File: config.mk
export PLATFORM = sky130hd
export DESIGN_NAME = ctlp_top
export DESIGN_NICKNAME = d
export VERILOG_FILES = /design/src/ctlp_pkg.sv /design/src/ctlp_glitch.sv /design/src/ctlp_top.sv
export SDC_FILE = /design/constraint.sdc
export NUM_CORES = 1
export LEC_CHECK = 0
export ABC_AREA = 1
export BUFFER_PORTS_ARGS = -buffer_cell sky130_fd_sc_hd__buf_2
export CAP_MARGIN = 20
export CORE_MARGIN = 1.5
export CORE_UTILIZATION = 55
export DETAILED_ROUTE_END_ITERATION = 6
export PLACE_DENSITY = 0.73
export SYNTH_ARGS = -nofsm -noshare
export SYNTH_HDL_FRONTEND = slang
export SYNTH_SLANG_ARGS = --single-unit
export TNS_END_PERCENT = 10
File: constraint.sdc
create_clock -name clk -period 2.6 [get_ports clk]
set_input_delay 0.39 -clock clk [delete_from_list [all_inputs] [get_ports clk]]
set_output_delay 0.39 -clock clk [all_outputs]
set_load 0.1 [all_outputs]
File: src/ctlp_pkg.sv
package ctlp_pkg;
	// Timing, 250 MHz core clock
	localparam int CLK_NS        = 4;
	localparam int FILT_NS       = 50;
	localparam int FILT_CYC      = (FILT_NS + CLK_NS - 1) / CLK_NS;
	localparam int SCL_PERIOD_NS = 2500;
	localparam int QTR_CYC       = (SCL_PERIOD_NS / 4 + CLK_NS - 1) / CLK_NS;
	localparam int INIT_CYC      = 3072;
	localparam int PLL_LOCK_MS   = 3;
	localparam int PLL_LOCK_CYC  = PLL_LOCK_MS * 1000000 / CLK_NS;
	localparam int CORE_LOAD_CYC = 32768;
	localparam int STRAP_EDGES   = 4;
	localparam int STRAP_MAJ     = 3;

	// Slave addresses, 7-bit form of 0x34 and 0x36
	localparam logic [6:0] ADDR_LOW  = 7'h1a;
	localparam logic [6:0] ADDR_HIGH = 7'h1b;

	// Register map
	localparam logic [15:0] REG_INIT    = 16'h0000;
	localparam logic [15:0] REG_STATUS  = 16'h0001;
	localparam logic [15:0] INIT_RESET  = 16'h0000;
	localparam int          PWR_BIT     = 0;
	localparam int          PLL_BIT     = 1;
	localparam int          DIV_LSB     = 2;
	localparam int          STS_STRAP   = 0;
	localparam int          STS_INIT    = 1;
	localparam int          STS_LOCK    = 2;
	localparam int          STS_CORE    = 3;

	typedef enum logic [3:0] {
		S_IDLE, S_ADDR, S_ADDR_ACK, S_WR, S_WR_ACK, S_RD, S_RD_ACK, S_IGNORE
	} ctlp_slv_t;

	typedef enum logic [1:0] {B_IDLE, B_START, B_BIT, B_STOP} ctlp_boot_t;

	// Bytes per word at a subaddress
	function automatic logic [2:0] word_len(input logic [15:0] a);
		case (a[15:12])
			4'h0:    word_len = 3'd2;
			4'h1:    word_len = 3'd4;
			4'h2:    word_len = 3'd6;
			default: word_len = 3'd1;
		endcase
	endfunction
endpackage

File: src/ctlp_glitch.sv
`timescale 1ns/1ns
module ctlp_glitch (
	// Clock and reset
	input  wire logic clk,
	input  wire logic rst,
	// Raw line and clean level
	input  wire logic pin,
	output logic      q
);
	typedef struct packed {
		logic       s1;
		logic       s2;
		logic       q;
		logic [4:0] cnt;
	} ctlp_flt_t;

	ctlp_flt_t st_reg, st_next;

	always_comb begin
		st_next = st_reg;
		st_next.s1 = pin;
		st_next.s2 = st_reg.s1;
		if (st_reg.s2 != st_reg.q) begin
			// Level must hold the full window before it is taken
			if (st_reg.cnt == 5'(ctlp_pkg::FILT_CYC - 1)) begin
				st_next.q = st_reg.s2;
				st_next.cnt = '0;
			end else begin
				st_next.cnt = st_reg.cnt + 5'd1;
			end
		end else begin
			st_next.cnt = '0;
		end
	end

	always_ff @(posedge clk) begin
		if (rst) begin
			st_reg <= '{s1: 1'b1, s2: 1'b1, q: 1'b1, cnt: 5'h00};
		end else begin
			st_reg <= st_next;
		end
	end

	assign q = st_reg.q;
endmodule

File: src/ctlp_top.sv
`timescale 1ns/1ns
// Summary of operation
// - SDA and SCL ignore pulses narrower than 50 ns.
// - Slave on the bus, master toward EEPROM only while self-booting.
// - Start is SDA falling with SCL high; idle watches for it.
// - First byte is 7-bit address plus direction, MSB first.
// - Matching address is acknowledged low on the ninth clock.
// - Other addresses send the slave back to idle, bus untouched.
// - Direction bit 0 means master writes, 1 means master reads.
// - Transfer runs until stop: SDA rising with SCL high.
// - Strap sampled on four master clock edges; low 0x34, high 0x36.
// - Port works up to 400 kHz serial clock.
// - Active-low reset; all blocks stay powered down after it.
// - Initialisation takes 3072 clocks after power-up.
// - System clock is master clock until PLL runs, then 122.88 MHz.
// - PLL locks about 3 ms after being enabled.
// - Default flow loads in 32768 clocks; core reports busy meanwhile.
// - Default flow loads only after a host write to register 0 sets the power bit.
// - Low mute input mutes every enabled output.
// - Master clock 24.576 MHz by default; dividers take slower ones.
// - Every written byte is acknowledged on the ninth clock.
// - Burst write advances subaddress after each full word.
// - Word length of one to six bytes decoded from subaddress.
module ctlp_top #(
	parameter int             PLL_LOCK_CYCLES = ctlp_pkg::PLL_LOCK_CYC,
	parameter int             CORE_LOAD_CYCLES = ctlp_pkg::CORE_LOAD_CYC,
	parameter logic [6:0]     EEPROM_ADDR     = 7'h50,
	parameter logic [7:0]     BOOT_BYTES      = 8'h10
) (
	// Clock and reset
	input  wire logic       clk,
	input  wire logic       rst,
	input  wire logic       reset_n_pin,
	// Two-wire bus
	input  wire logic       scl_in,
	output logic            scl_out,
	output logic            scl_oe,
	input  wire logic       sda_in,
	output logic            sda_out,
	output logic            sda_oe,
	// Straps and pins
	input  wire logic       addr_strap_pin,
	input  wire logic       master_clock_in,
	input  wire logic       mute_n_pin,
	// Core side
	input  wire logic       self_boot_req,
	output logic            boot_active,
	output logic [7:0]      boot_data,
	output logic            boot_valid,
	output logic            mute_out,
	output logic            blocks_powered,
	output logic            init_done,
	output logic            pll_locked,
	output logic            sysclk_pll_sel,
	output logic [1:0]      mclk_div_sel,
	output logic            core_ready
);
	localparam int LW = $clog2(PLL_LOCK_CYCLES + 1);
	localparam int CW = $clog2(CORE_LOAD_CYCLES + 1);

	typedef struct packed {
		logic                 rstn_s1, rstn_s2;
		logic                 mclk_s1, mclk_s2, mclk_s3;
		logic                 strap_s1, strap_s2;
		logic                 mute_s1, mute_s2;
		logic [2:0]           strap_cnt, strap_ones;
		logic                 strap_hi, strap_done;
		ctlp_pkg::ctlp_slv_t  slv;
		logic [3:0]           bcnt;
		logic [7:0]           shreg;
		logic                 rw;
		logic [15:0]          sub;
		logic [2:0]           bidx;
		logic [1:0]           hdr;
		logic [15:0]          wdata;
		logic [47:0]          rword;
		logic                 scl_p, sda_p;
		logic                 sda_oe, scl_oe;
		logic [15:0]          ctrl;
		logic                 mute;
		logic [11:0]          init_cnt;
		logic                 init_done;
		logic [LW-1:0]        lock_cnt;
		logic                 locked;
		logic [CW-1:0]        core_cnt;
		logic                 core_ready;
		ctlp_pkg::ctlp_boot_t boot;
		logic [7:0]           qcnt;
		logic [1:0]           ph;
		logic [3:0]           bbit;
		logic [8:0]           btx;
		logic [7:0]           brx;
		logic [7:0]           bbytes;
		logic                 bfirst, bnak;
		logic [7:0]           bdata;
		logic                 bvalid;
	} ctlp_state_t;

	ctlp_state_t st_reg, st_next;
	logic        scl_f, sda_f;

	ctlp_glitch u_scl_flt (.clk(clk), .rst(rst), .pin(scl_in), .q(scl_f));
	ctlp_glitch u_sda_flt (.clk(clk), .rst(rst), .pin(sda_in), .q(sda_f));

	logic        rise, fall, start_c, stop_c, tick;
	logic [6:0]  my_addr;
	logic [2:0]  wlen;
	logic [15:0] rd_val;
	logic [47:0] rd_word;
	logic [7:0]  wbyte;
	logic [15:0] wnew;

	always_comb begin
		ctlp_state_t r;
		r = '0;
		st_next = st_reg;
		rise = scl_f && !st_reg.scl_p;
		fall = !scl_f && st_reg.scl_p;
		start_c = scl_f && st_reg.scl_p && st_reg.sda_p && !sda_f;
		stop_c = scl_f && st_reg.scl_p && !st_reg.sda_p && sda_f;
		tick = st_reg.qcnt == 8'(ctlp_pkg::QTR_CYC - 1);
		my_addr = st_reg.strap_hi ? ctlp_pkg::ADDR_HIGH : ctlp_pkg::ADDR_LOW;
		wlen = ctlp_pkg::word_len(st_reg.sub);
		rd_val = '0;
		if (st_reg.sub == ctlp_pkg::REG_INIT) begin
			rd_val = st_reg.ctrl;
		end else if (st_reg.sub == ctlp_pkg::REG_STATUS) begin
			rd_val[ctlp_pkg::STS_STRAP] = st_reg.strap_hi;
			rd_val[ctlp_pkg::STS_INIT] = st_reg.init_done;
			rd_val[ctlp_pkg::STS_LOCK] = st_reg.locked;
			rd_val[ctlp_pkg::STS_CORE] = st_reg.core_ready;
		end
		rd_word = {32'h0000_0000, rd_val} << (8 * (6 - int'(wlen)));
		wbyte = st_reg.shreg;
		wnew = {st_reg.wdata[7:0], wbyte};

		st_next.rstn_s1 = reset_n_pin;
		st_next.rstn_s2 = st_reg.rstn_s1;
		st_next.mclk_s1 = master_clock_in;
		st_next.mclk_s2 = st_reg.mclk_s1;
		st_next.mclk_s3 = st_reg.mclk_s2;
		st_next.strap_s1 = addr_strap_pin;
		st_next.strap_s2 = st_reg.strap_s1;
		st_next.mute_s1 = mute_n_pin;
		st_next.mute_s2 = st_reg.mute_s1;
		st_next.scl_p = scl_f;
		st_next.sda_p = sda_f;
		st_next.mute = !st_reg.mute_s2;
		st_next.bvalid = 1'b0;

		// Address strap, majority of four master clock edges
		if (!st_reg.strap_done && st_reg.mclk_s2 && !st_reg.mclk_s3) begin
			st_next.strap_ones = st_reg.strap_ones + 3'(st_reg.strap_s2);
			st_next.strap_cnt = st_reg.strap_cnt + 3'd1;
			if (st_reg.strap_cnt == 3'(ctlp_pkg::STRAP_EDGES - 1)) begin
				st_next.strap_done = 1'b1;
				st_next.strap_hi = st_next.strap_ones >= 3'(ctlp_pkg::STRAP_MAJ);
			end
		end

		// Power-up sequencing
		if (!st_reg.init_done) begin
			st_next.init_cnt = st_reg.init_cnt + 12'd1;
			st_next.init_done = st_reg.init_cnt == 12'(ctlp_pkg::INIT_CYC - 1);
		end
		if (!st_reg.ctrl[ctlp_pkg::PLL_BIT]) begin
			st_next.lock_cnt = '0;
			st_next.locked = 1'b0;
		end else if (!st_reg.locked) begin
			st_next.lock_cnt = st_reg.lock_cnt + LW'(1);
			st_next.locked = st_reg.lock_cnt == LW'(PLL_LOCK_CYCLES - 1);
		end
		if (!st_reg.ctrl[ctlp_pkg::PWR_BIT]) begin
			st_next.core_cnt = '0;
			st_next.core_ready = 1'b0;
		end else if (st_reg.init_done && !st_reg.core_ready) begin
			st_next.core_cnt = st_reg.core_cnt + CW'(1);
			st_next.core_ready = st_reg.core_cnt == CW'(CORE_LOAD_CYCLES - 1);
		end

		// Slave side, idle while self-booting
		if (st_reg.boot != ctlp_pkg::B_IDLE) begin
			st_next.slv = ctlp_pkg::S_IDLE;
		end else if (stop_c) begin
			st_next.slv = ctlp_pkg::S_IDLE;
			st_next.sda_oe = 1'b0;
		end else if (start_c && st_reg.strap_done) begin
			st_next.slv = ctlp_pkg::S_ADDR;
			st_next.bcnt = '0;
			st_next.sda_oe = 1'b0;
		end else begin
			case (st_reg.slv)
				ctlp_pkg::S_ADDR, ctlp_pkg::S_WR: begin
					if (rise) begin
						st_next.shreg = {st_reg.shreg[6:0], sda_f};
						st_next.bcnt = st_reg.bcnt + 4'd1;
					end else if (fall && st_reg.bcnt == 4'd8) begin
						if (st_reg.slv == ctlp_pkg::S_WR) begin
							st_next.sda_oe = 1'b1;
							st_next.slv = ctlp_pkg::S_WR_ACK;
							if (st_reg.hdr != 2'd2) begin
								st_next.sub = {st_reg.sub[7:0], wbyte};
								st_next.hdr = st_reg.hdr + 2'd1;
								st_next.bidx = '0;
							end else begin
								st_next.wdata = wnew;
								if (st_reg.bidx == wlen - 3'd1) begin
									if (st_reg.sub == ctlp_pkg::REG_INIT) begin
										st_next.ctrl = wnew;
										if (!wnew[ctlp_pkg::PLL_BIT]) begin
											st_next.locked = 1'b0;
										end
									end
									st_next.sub = st_reg.sub + 16'h0001;
									st_next.bidx = '0;
								end else begin
									st_next.bidx = st_reg.bidx + 3'd1;
								end
							end
						end else if (st_reg.shreg[7:1] == my_addr) begin
							st_next.sda_oe = 1'b1;
							st_next.rw = st_reg.shreg[0];
							st_next.slv = ctlp_pkg::S_ADDR_ACK;
						end else begin
							st_next.slv = ctlp_pkg::S_IDLE;
						end
					end
				end
				ctlp_pkg::S_ADDR_ACK: begin
					if (fall) begin
						st_next.bidx = '0;
						if (st_reg.rw) begin
							st_next.sda_oe = !rd_word[47];
							st_next.rword = {rd_word[46:0], 1'b0};
							st_next.bcnt = 4'd1;
							st_next.slv = ctlp_pkg::S_RD;
						end else begin
							st_next.sda_oe = 1'b0;
							st_next.bcnt = '0;
							st_next.hdr = '0;
							st_next.slv = ctlp_pkg::S_WR;
						end
					end
				end
				ctlp_pkg::S_WR_ACK: begin
					if (fall) begin
						st_next.sda_oe = 1'b0;
						st_next.bcnt = '0;
						st_next.slv = ctlp_pkg::S_WR;
					end
				end
				ctlp_pkg::S_RD: begin
					if (fall) begin
						if (st_reg.bcnt == 4'd8) begin
							st_next.sda_oe = 1'b0;
							st_next.slv = ctlp_pkg::S_RD_ACK;
						end else begin
							st_next.sda_oe = !st_reg.rword[47];
							st_next.rword = {st_reg.rword[46:0], 1'b0};
							st_next.bcnt = st_reg.bcnt + 4'd1;
						end
					end
				end
				ctlp_pkg::S_RD_ACK: begin
					if (rise && sda_f) begin
						st_next.slv = ctlp_pkg::S_IGNORE;
					end else if (fall) begin
						st_next.bcnt = 4'd1;
						st_next.slv = ctlp_pkg::S_RD;
						if (st_reg.bidx == wlen - 3'd1) begin
							st_next.sub = st_reg.sub + 16'h0001;
							st_next.bidx = '0;
							r.rword = {32'h0000_0000, st_reg.ctrl};
							st_next.rword = st_reg.sub + 16'h0001 ==
								ctlp_pkg::REG_INIT ? r.rword : '0;
							st_next.sda_oe = 1'b0;
							st_next.bcnt = 4'd0;
							st_next.slv = ctlp_pkg::S_IGNORE;
							if (st_reg.sub + 16'h0001 != ctlp_pkg::REG_INIT) begin
								st_next.sub = st_reg.sub + 16'h0001;
							end
						end else begin
							st_next.bidx = st_reg.bidx + 3'd1;
							st_next.sda_oe = !st_reg.rword[47];
							st_next.rword = {st_reg.rword[46:0], 1'b0};
						end
					end
				end
				default: st_next.sda_oe = 1'b0;
			endcase
		end

		// Self-boot master toward the EEPROM
		st_next.qcnt = (tick || st_reg.boot == ctlp_pkg::B_IDLE) ?
			8'h00 : st_reg.qcnt + 8'h01;
		if (st_reg.boot != ctlp_pkg::B_IDLE && tick) begin
			st_next.ph = st_reg.ph + 2'd1;
		end
		case (st_reg.boot)
			ctlp_pkg::B_IDLE: begin
				if (self_boot_req && st_reg.slv == ctlp_pkg::S_IDLE &&
						st_reg.strap_done) begin
					st_next.boot = ctlp_pkg::B_START;
					st_next.ph = '0;
					st_next.sda_oe = 1'b0;
					st_next.bfirst = 1'b1;
					st_next.bnak = 1'b0;
					st_next.bbytes = '0;
				end
			end
			ctlp_pkg::B_START: begin
				if (tick && st_reg.ph == 2'd2) begin
					st_next.sda_oe = 1'b1;
				end
				if (tick && st_reg.ph == 2'd3) begin
					st_next.scl_oe = 1'b1;
					st_next.bbit = '0;
					st_next.btx = {EEPROM_ADDR, 1'b1, 1'b1};
					st_next.boot = ctlp_pkg::B_BIT;
				end
			end
			ctlp_pkg::B_BIT: begin
				if (tick) begin
					case (st_reg.ph)
						2'd0: st_next.sda_oe = !st_reg.btx[8];
						2'd1: st_next.scl_oe = 1'b0;
						2'd2: begin
							if (st_reg.bbit != 4'd8) begin
								st_next.brx = {st_reg.brx[6:0], sda_f};
							end else if (st_reg.bfirst && sda_f) begin
								st_next.bnak = 1'b1;
							end
						end
						default: begin
							st_next.scl_oe = 1'b1;
							st_next.btx = {st_reg.btx[7:0], 1'b1};
							st_next.bbit = st_reg.bbit + 4'd1;
							if (st_reg.bbit == 4'd8) begin
								st_next.bbit = '0;
								st_next.bfirst = 1'b0;
								st_next.btx = {8'hff, (st_reg.bfirst ? 8'h00 :
									st_reg.bbytes + 8'h01) >= BOOT_BYTES - 8'h01};
								if (!st_reg.bfirst) begin
									st_next.bdata = st_reg.brx;
									st_next.bvalid = 1'b1;
									st_next.bbytes = st_reg.bbytes + 8'h01;
								end
								if (st_reg.bnak || (!st_reg.bfirst &&
										st_reg.bbytes + 8'h01 == BOOT_BYTES)) begin
									st_next.boot = ctlp_pkg::B_STOP;
								end
							end
						end
					endcase
				end
			end
			ctlp_pkg::B_STOP: begin
				if (tick) begin
					case (st_reg.ph)
						2'd0: st_next.sda_oe = 1'b1;
						2'd1: st_next.scl_oe = 1'b0;
						2'd2: st_next.sda_oe = 1'b0;
						default: st_next.boot = ctlp_pkg::B_IDLE;
					endcase
				end
			end
			default: st_next.boot = ctlp_pkg::B_IDLE;
		endcase

		// Pin reset holds everything but the synchronisers
		if (!st_reg.rstn_s2) begin
			r = '0;
			r.ctrl = ctlp_pkg::INIT_RESET;
			r.rstn_s1 = st_next.rstn_s1;
			r.rstn_s2 = st_next.rstn_s2;
			r.mclk_s1 = st_next.mclk_s1;
			r.mclk_s2 = st_next.mclk_s2;
			r.mclk_s3 = st_next.mclk_s3;
			r.strap_s1 = st_next.strap_s1;
			r.strap_s2 = st_next.strap_s2;
			r.mute_s1 = st_next.mute_s1;
			r.mute_s2 = st_next.mute_s2;
			r.scl_p = st_next.scl_p;
			r.sda_p = st_next.sda_p;
			st_next = r;
		end
	end

	always_ff @(posedge clk) begin
		if (rst) begin
			st_reg <= '0;
		end else begin
			st_reg <= st_next;
		end
	end

	assign scl_out = 1'b0;
	assign sda_out = 1'b0;
	assign scl_oe = st_reg.scl_oe;
	assign sda_oe = st_reg.sda_oe;
	assign boot_active = st_reg.boot != ctlp_pkg::B_IDLE;
	assign boot_data = st_reg.bdata;
	assign boot_valid = st_reg.bvalid;
	assign mute_out = st_reg.mute;
	assign blocks_powered = st_reg.ctrl[ctlp_pkg::PWR_BIT];
	assign init_done = st_reg.init_done;
	assign pll_locked = st_reg.locked;
	assign sysclk_pll_sel = st_reg.locked;
	assign mclk_div_sel = st_reg.ctrl[ctlp_pkg::DIV_LSB +: 2];
	assign core_ready = st_reg.core_ready;
endmodule

# Yosys cells after proc, flatten, opt, wreduce, memory -nomap -nowiden
# Cells that the tools add are included.
[classes]
shift = 1
reduce_logical = 84
addsub = 17
bitwise_logic = 16
n_mux = 120
eq_ne = 70
order_cmp = 2
[op_table]
columns = ["operator", "n"]
rows = [
  ["$mux W48", 7],
  ["$pmux W48 S3", 1],
  ["$mux W38", 2],
  ["$mux W8", 9],
  ["$mux W19", 3],
  ["$ne A2 B2 Y1 const B", 26],
  ["$reduce_and A10 Y1", 5],
  ["$mux W16", 3],
  ["$shl A16 B32 Y48", 1],
  ["$mux W9", 5],
  ["$mux W1", 40],
  ["$mux W40", 1],
  ["$pmux W8 S5", 1],
  ["$reduce_and A8 Y1", 5],
  ["$mux W13", 3],
  ["$mux W37", 1],
  ["$ne A3 B3 Y1 const B", 11],
  ["$add A16 B1 Y16 const B", 2],
  ["$logic_not A16 Y1", 2],
  ["$mux W2", 16],
  ["$mux W4", 8],
  ["$pmux W16 S2", 1],
  ["$pmux W13 S2", 1],
  ["$mux W12", 2],
  ["64 further kinds", 154],
]
[word_totals]
out_inout_bits = 22
regBits = 259
input_bits = 9

# Depth between registers and ports, before layout
[depth]
depth_word = 14
ltp_mapped = 15
mapped_depth_nobuf = 14

# Modules after synthesis
# A second synthesis with hierarchy kept.
[unflattened]
cells_unflattened = 1738
hier_area_um2 = 12424.4
[modules_own_cells]
columns = ["mod", "area_each_um2", "cells_per_inst", "instances", "seq_area_each_um2"]
rows = [
  ["ctlp_top", 11741.3, 1652, 1, 4684.5],
  ["ctlp_glitch", 341.6, 43, 2, 160.2],
]

# Worst setup path after synthesis
# Ideal clock, no wire load.
[synth_path]
path_kind = "flip-flop to flip-flop"
from = "register st_reg (netlist bit init_done)"
to = "register st_reg (netlist bit core_ready)"
period_less_slack_ns = 2.420
stages_incl_launch_ff = 11
slack_ns = 0.180
t_arrival_ns = 2.353
setup_ns = 0.067
cell_sequence = "dfxtp_1 -> inv_2 -> nor2_2 -> nand3_1 -> nor2_2 -> nand2_1 -> nor2_1 -> nand3_2 -> nor4_1 -> nor2_1 -> nor2_1"
[synth_between]
elab_chain_cells = 1
[synth_rtl]
columns = ["item", "line", "source"]
rows = [
  ["start, declared", "ctlp_top.sv:99", "ctlp_state_t st_reg, st_next;"],
  ["start signal, assigned", "ctlp_top.sv:393", "st_reg <= st_next;"],
  ["$logic_and A1 B1 Y1", "ctlp_top.sv:176", "end else if (st_reg.init_done && !st_reg.core_ready) begin"],
]
# No other way between the ends.
# A chain may end at the register's enable or synchronous reset.

# Worst setup path after layout
[layout_path]
from = "register st_reg[50] (netlist bit)"
to = "register st_reg[199] (netlist bit)"
[layout_between]
elab_chain_cells = 3
[layout_rtl]
columns = ["item", "line", "source"]
rows = [
  ["$reduce_bool A2 Y1", "ctlp_top.sv:182", "if (st_reg.boot != ctlp_pkg::B_IDLE) begin"],
  ["$not A1 Y1 (no source line)", "n/a", ""],
  ["$reduce_and A9 Y1 (no source line)", "n/a", ""],
]
# No other way between the ends.

==> results.json <==
{
  "critPathKind": "register to register",
  "synth_warnings": 0,
  "holdPathEnd": "u_sda_flt.st_next[6]$_SDFF_PP1_",
  "ys_types": 50,
  "synth_cells": 1751,
  "die_h_um": 152,
  "synth_area_leaders": "dfxtp_1, nand2_1, nor2_1, inv_1, a21oi_1",
  "worst-path-max-fanout": 28,
  "synth_top_area_share_pct": 40.7,
  "hp-start": "sda_in",
  "grt_pass1_vias": 10300,
  "rsz0062_at_grt": "no",
  "drv_slew": 0,
  "yosys-top-cells-count": "nand2_1, dfxtp_1, nor2_1",
  "crit_chain": "inv_1 -> ha_1 -> inv_2 -> nor2_1 -> nand2_1 -> nor2_1 -> nand3_2 -> inv_6 -> o21ai_0 -> o21ai_0 -> a21oi_1",
  "die_area_sq_mm": 0.0232,
  "die_w_um": 152,
  "gr-total-overflow": 0,
  "setup_viol": 0,
  "grt_max_degree": 82,
  "row_count": 54,
  "finalWirelength_um": 27600,
  "io_buffers": 28,
  "synthXorXnorAreaFrac_pct": 2.35,
  "crit_slowest_cell": "dfxtp_1",
  "finalSetupTns_ns": 0,
  "whs_path_depth": 2,
  "place_area_sq_mm": 0.0126,
  "clockBufferDepth": 3,
  "pin_count": 31,
  "yosys.area_share.adder_pct": 3.46,
  "synth.area.mux_share_pct": 0,
  "cts_made_buffers": 28,
  "root_buffer": "clkbuf_16",
  "drv_cap": 0,
  "max_clock_freq_mhz": 436,
  "p_per_area_mw_per_mm2": 594,
  "antenna_found_initial": 0,
  "fin_area_sq_mm": 0.0136,
  "synth_area_sq_mm": 0.0123,
  "outcome": "completed",
  "drtIter0Drc": 740,
  "synth_seq_cells": 250,
  "n_antenna_cell": 0,
  "hp-class": "input pin to register",
  "place_congestion": 0.929,
  "worst_pin_slew_ns": 0.650,
  "clk_pin_slew_ns": 0.06,
  "hold_violations": 0,
  "synth_top_family_by_area": "simple AND/OR/NAND/NOR gates",
  "max-slew-margin-rel_pct": 56.5,
  "insertion_delay_ns": 0.55,
  "async_flop_share_pct": 0,
  "start_util_pct": 56.1,
  "ys_seq_area_share_pct": 40.7,
  "p_leak_nw": 5.41,
  "synth-compound-area-share_pct": 15.8,
  "regToRegStartpoint": "st_reg[50]$_SDFFE_PP0P_",
  "yosys.area.top_type": "dfxtp_1",
  "cts_max_level": 1,
  "cts_sinks": 250,
  "hold_ws_ns": 0.0295,
  "grt_pass1_wl_um": 47600,
  "worstPathArrival_ns": 2.71,
  "fin_crit_sh_pct": 88.2,
  "synth_edf_count": 0,
  "grt_use_total_pct": 23.7,
  "synth_area_per_cell_sq_um": 7.01,
  "post-synth-top-count-cell": "nand2_1",
  "critPathCaptureType": "register",
  "largest_reg_flops": 208,
  "vias_per_cell": 5.36,
  "startpoint_type": "register",
  "period_minus_slack_ns": 2.29,
  "fin_worst_skew_ns": 0.0248,
  "max_stage_delay_ns": 0.34,
  "hpwlAfterDp_um": 19200,
  "worstReg2RegEnd": "st_reg[199]$_SDFFE_PP0P_",
  "worstPathRequired_ns": 3.02,
  "first_pass_iters": 5,
  "drtAntennaViolNets": 0,
  "area_growth_syn_to_layout_pct": 10.7,
  "vdd_drop_max_mv": 0.617,
  "core_area_sq_mm": 0.0219,
  "ff2ff_setup_slack_ns": 0.31,
  "final_nets": 1806,
  "synth_ff_type": "dfxtp_1",
  "synthSimpleGateAreaFrac_pct": 27.4,
  "layout-drive-gt1-share_pct": 8.24,
  "cts_tree": "done",
  "rr_worst_depth": 11,
  "drc": 0,
  "vias": 11100,
  "post_drt_wl_per_cell_um": 13.4
}
-- how the worst max path moves through the flow --
stage          cells past startpoint                       end                     from  slack [ns]
2_1_floorplan                     10   core_ready$_SDFFE_PP0P_     init_done$_SDFF_PP0_        0.18
3_3_place_gp                      11  st_reg[198]$_SDFFE_PP0P_  st_reg[50]$_SDFFE_PP0P_        0.38
3_5_place_dp                      11  st_reg[199]$_SDFFE_PP0P_  st_reg[50]$_SDFFE_PP0P_        0.25
4_1_cts                           11  st_reg[199]$_SDFFE_PP0P_  st_reg[50]$_SDFFE_PP0P_        0.20
5_1_grt                           11  st_reg[198]$_SDFFE_PP0P_  st_reg[50]$_SDFFE_PP0P_        0.02
6_report                          11  st_reg[199]$_SDFFE_PP0P_  st_reg[50]$_SDFFE_PP0P_        0.31
-- routing by layer --
layer	GRT usage [%]	vias to the layer above	routed length [um]	share of wire (%)
met5	0	-	0	0
met4	7.05	0	714	2.6
met3	2.93	50	1360	4.9
met2	38.7	260	12400	45
met1	32.9	5026	13100	48
li1	-	5727	-	-
-- cells by family (layout without fill, tap and decap cells) --
kind of cell               Yosys count  count (layout)
buffers and inverters              304             335
other                                1               2
and+or+nand+nor                    777             777
AOI/OAI and AO/OA                  352             352
DFF                                250             250
adders and majority gates           34              34
xor gates and xnor gates            33              33
-- where the power goes --
group	leakage, nW	switching, mW	total, mW	internal, mW
Combinational	2.92	0.0684	0.0910	0.0226
Sequential	2.02	0.00504	3.85	3.84
Clock	0.475	1.60	4.14	2.54
Total	5.41	1.67	8.08	6.40
-- stage by stage --
stage	worst slack, ns	util [%]	instances	power (mW)
after detailed placement	0.248	57.6	2013	4.02
final	0.306	62.1	2063	8.08
after floorplan	0.180	-	1752	4.00
after global placement	0.384	57.6	2013	4.02
after CTS	0.196	62.1	2063	8.16
after global routing	0.0156	62.1	2063	8.32
-- cells in the final DEF (no fill, tap or decap), types with 27 or more instances in the layout --
cell       count
ha_1          34
inv_1        218
o21ai_0      105
xor2_1        28
clkbuf_16     28
o211ai_1      30
o21ai_1       27
nor3_1        41
nand2_1      304
a21oi_1      144
dfxtp_1      250
buf_2         28
nor2_1       247
nand3_1      117
-- what timing repair did --
item	4_1_cts	5_1_grt
gates resized for setup	0	3
endpoints found under the setup margin	0	8
hold buffers	0	0
buffers inserted	0	0
-- worst max-delay path: cells and delay by family (launching register included) --
kind                       cells  cell delay (ns)
AOI/OAI and AO/OA              3             0.27
and+or+nand+nor                4             0.82
buffers and inverters          3             0.42
adders and majority gates      1             0.30
DFF                            1             0.34
-- layout make-up --
class,count,area [sq um]
Tap cell,280,350
Sequential cell,250,5000
Clock buffer,36,751
Fill cell,1977,8300
Inverter,237,895
Clock inverter,14,220
Timing Repair Buffer,48,340
Multi-Input combinational cell,1198,6030
(Power assumes the default switching activity.)
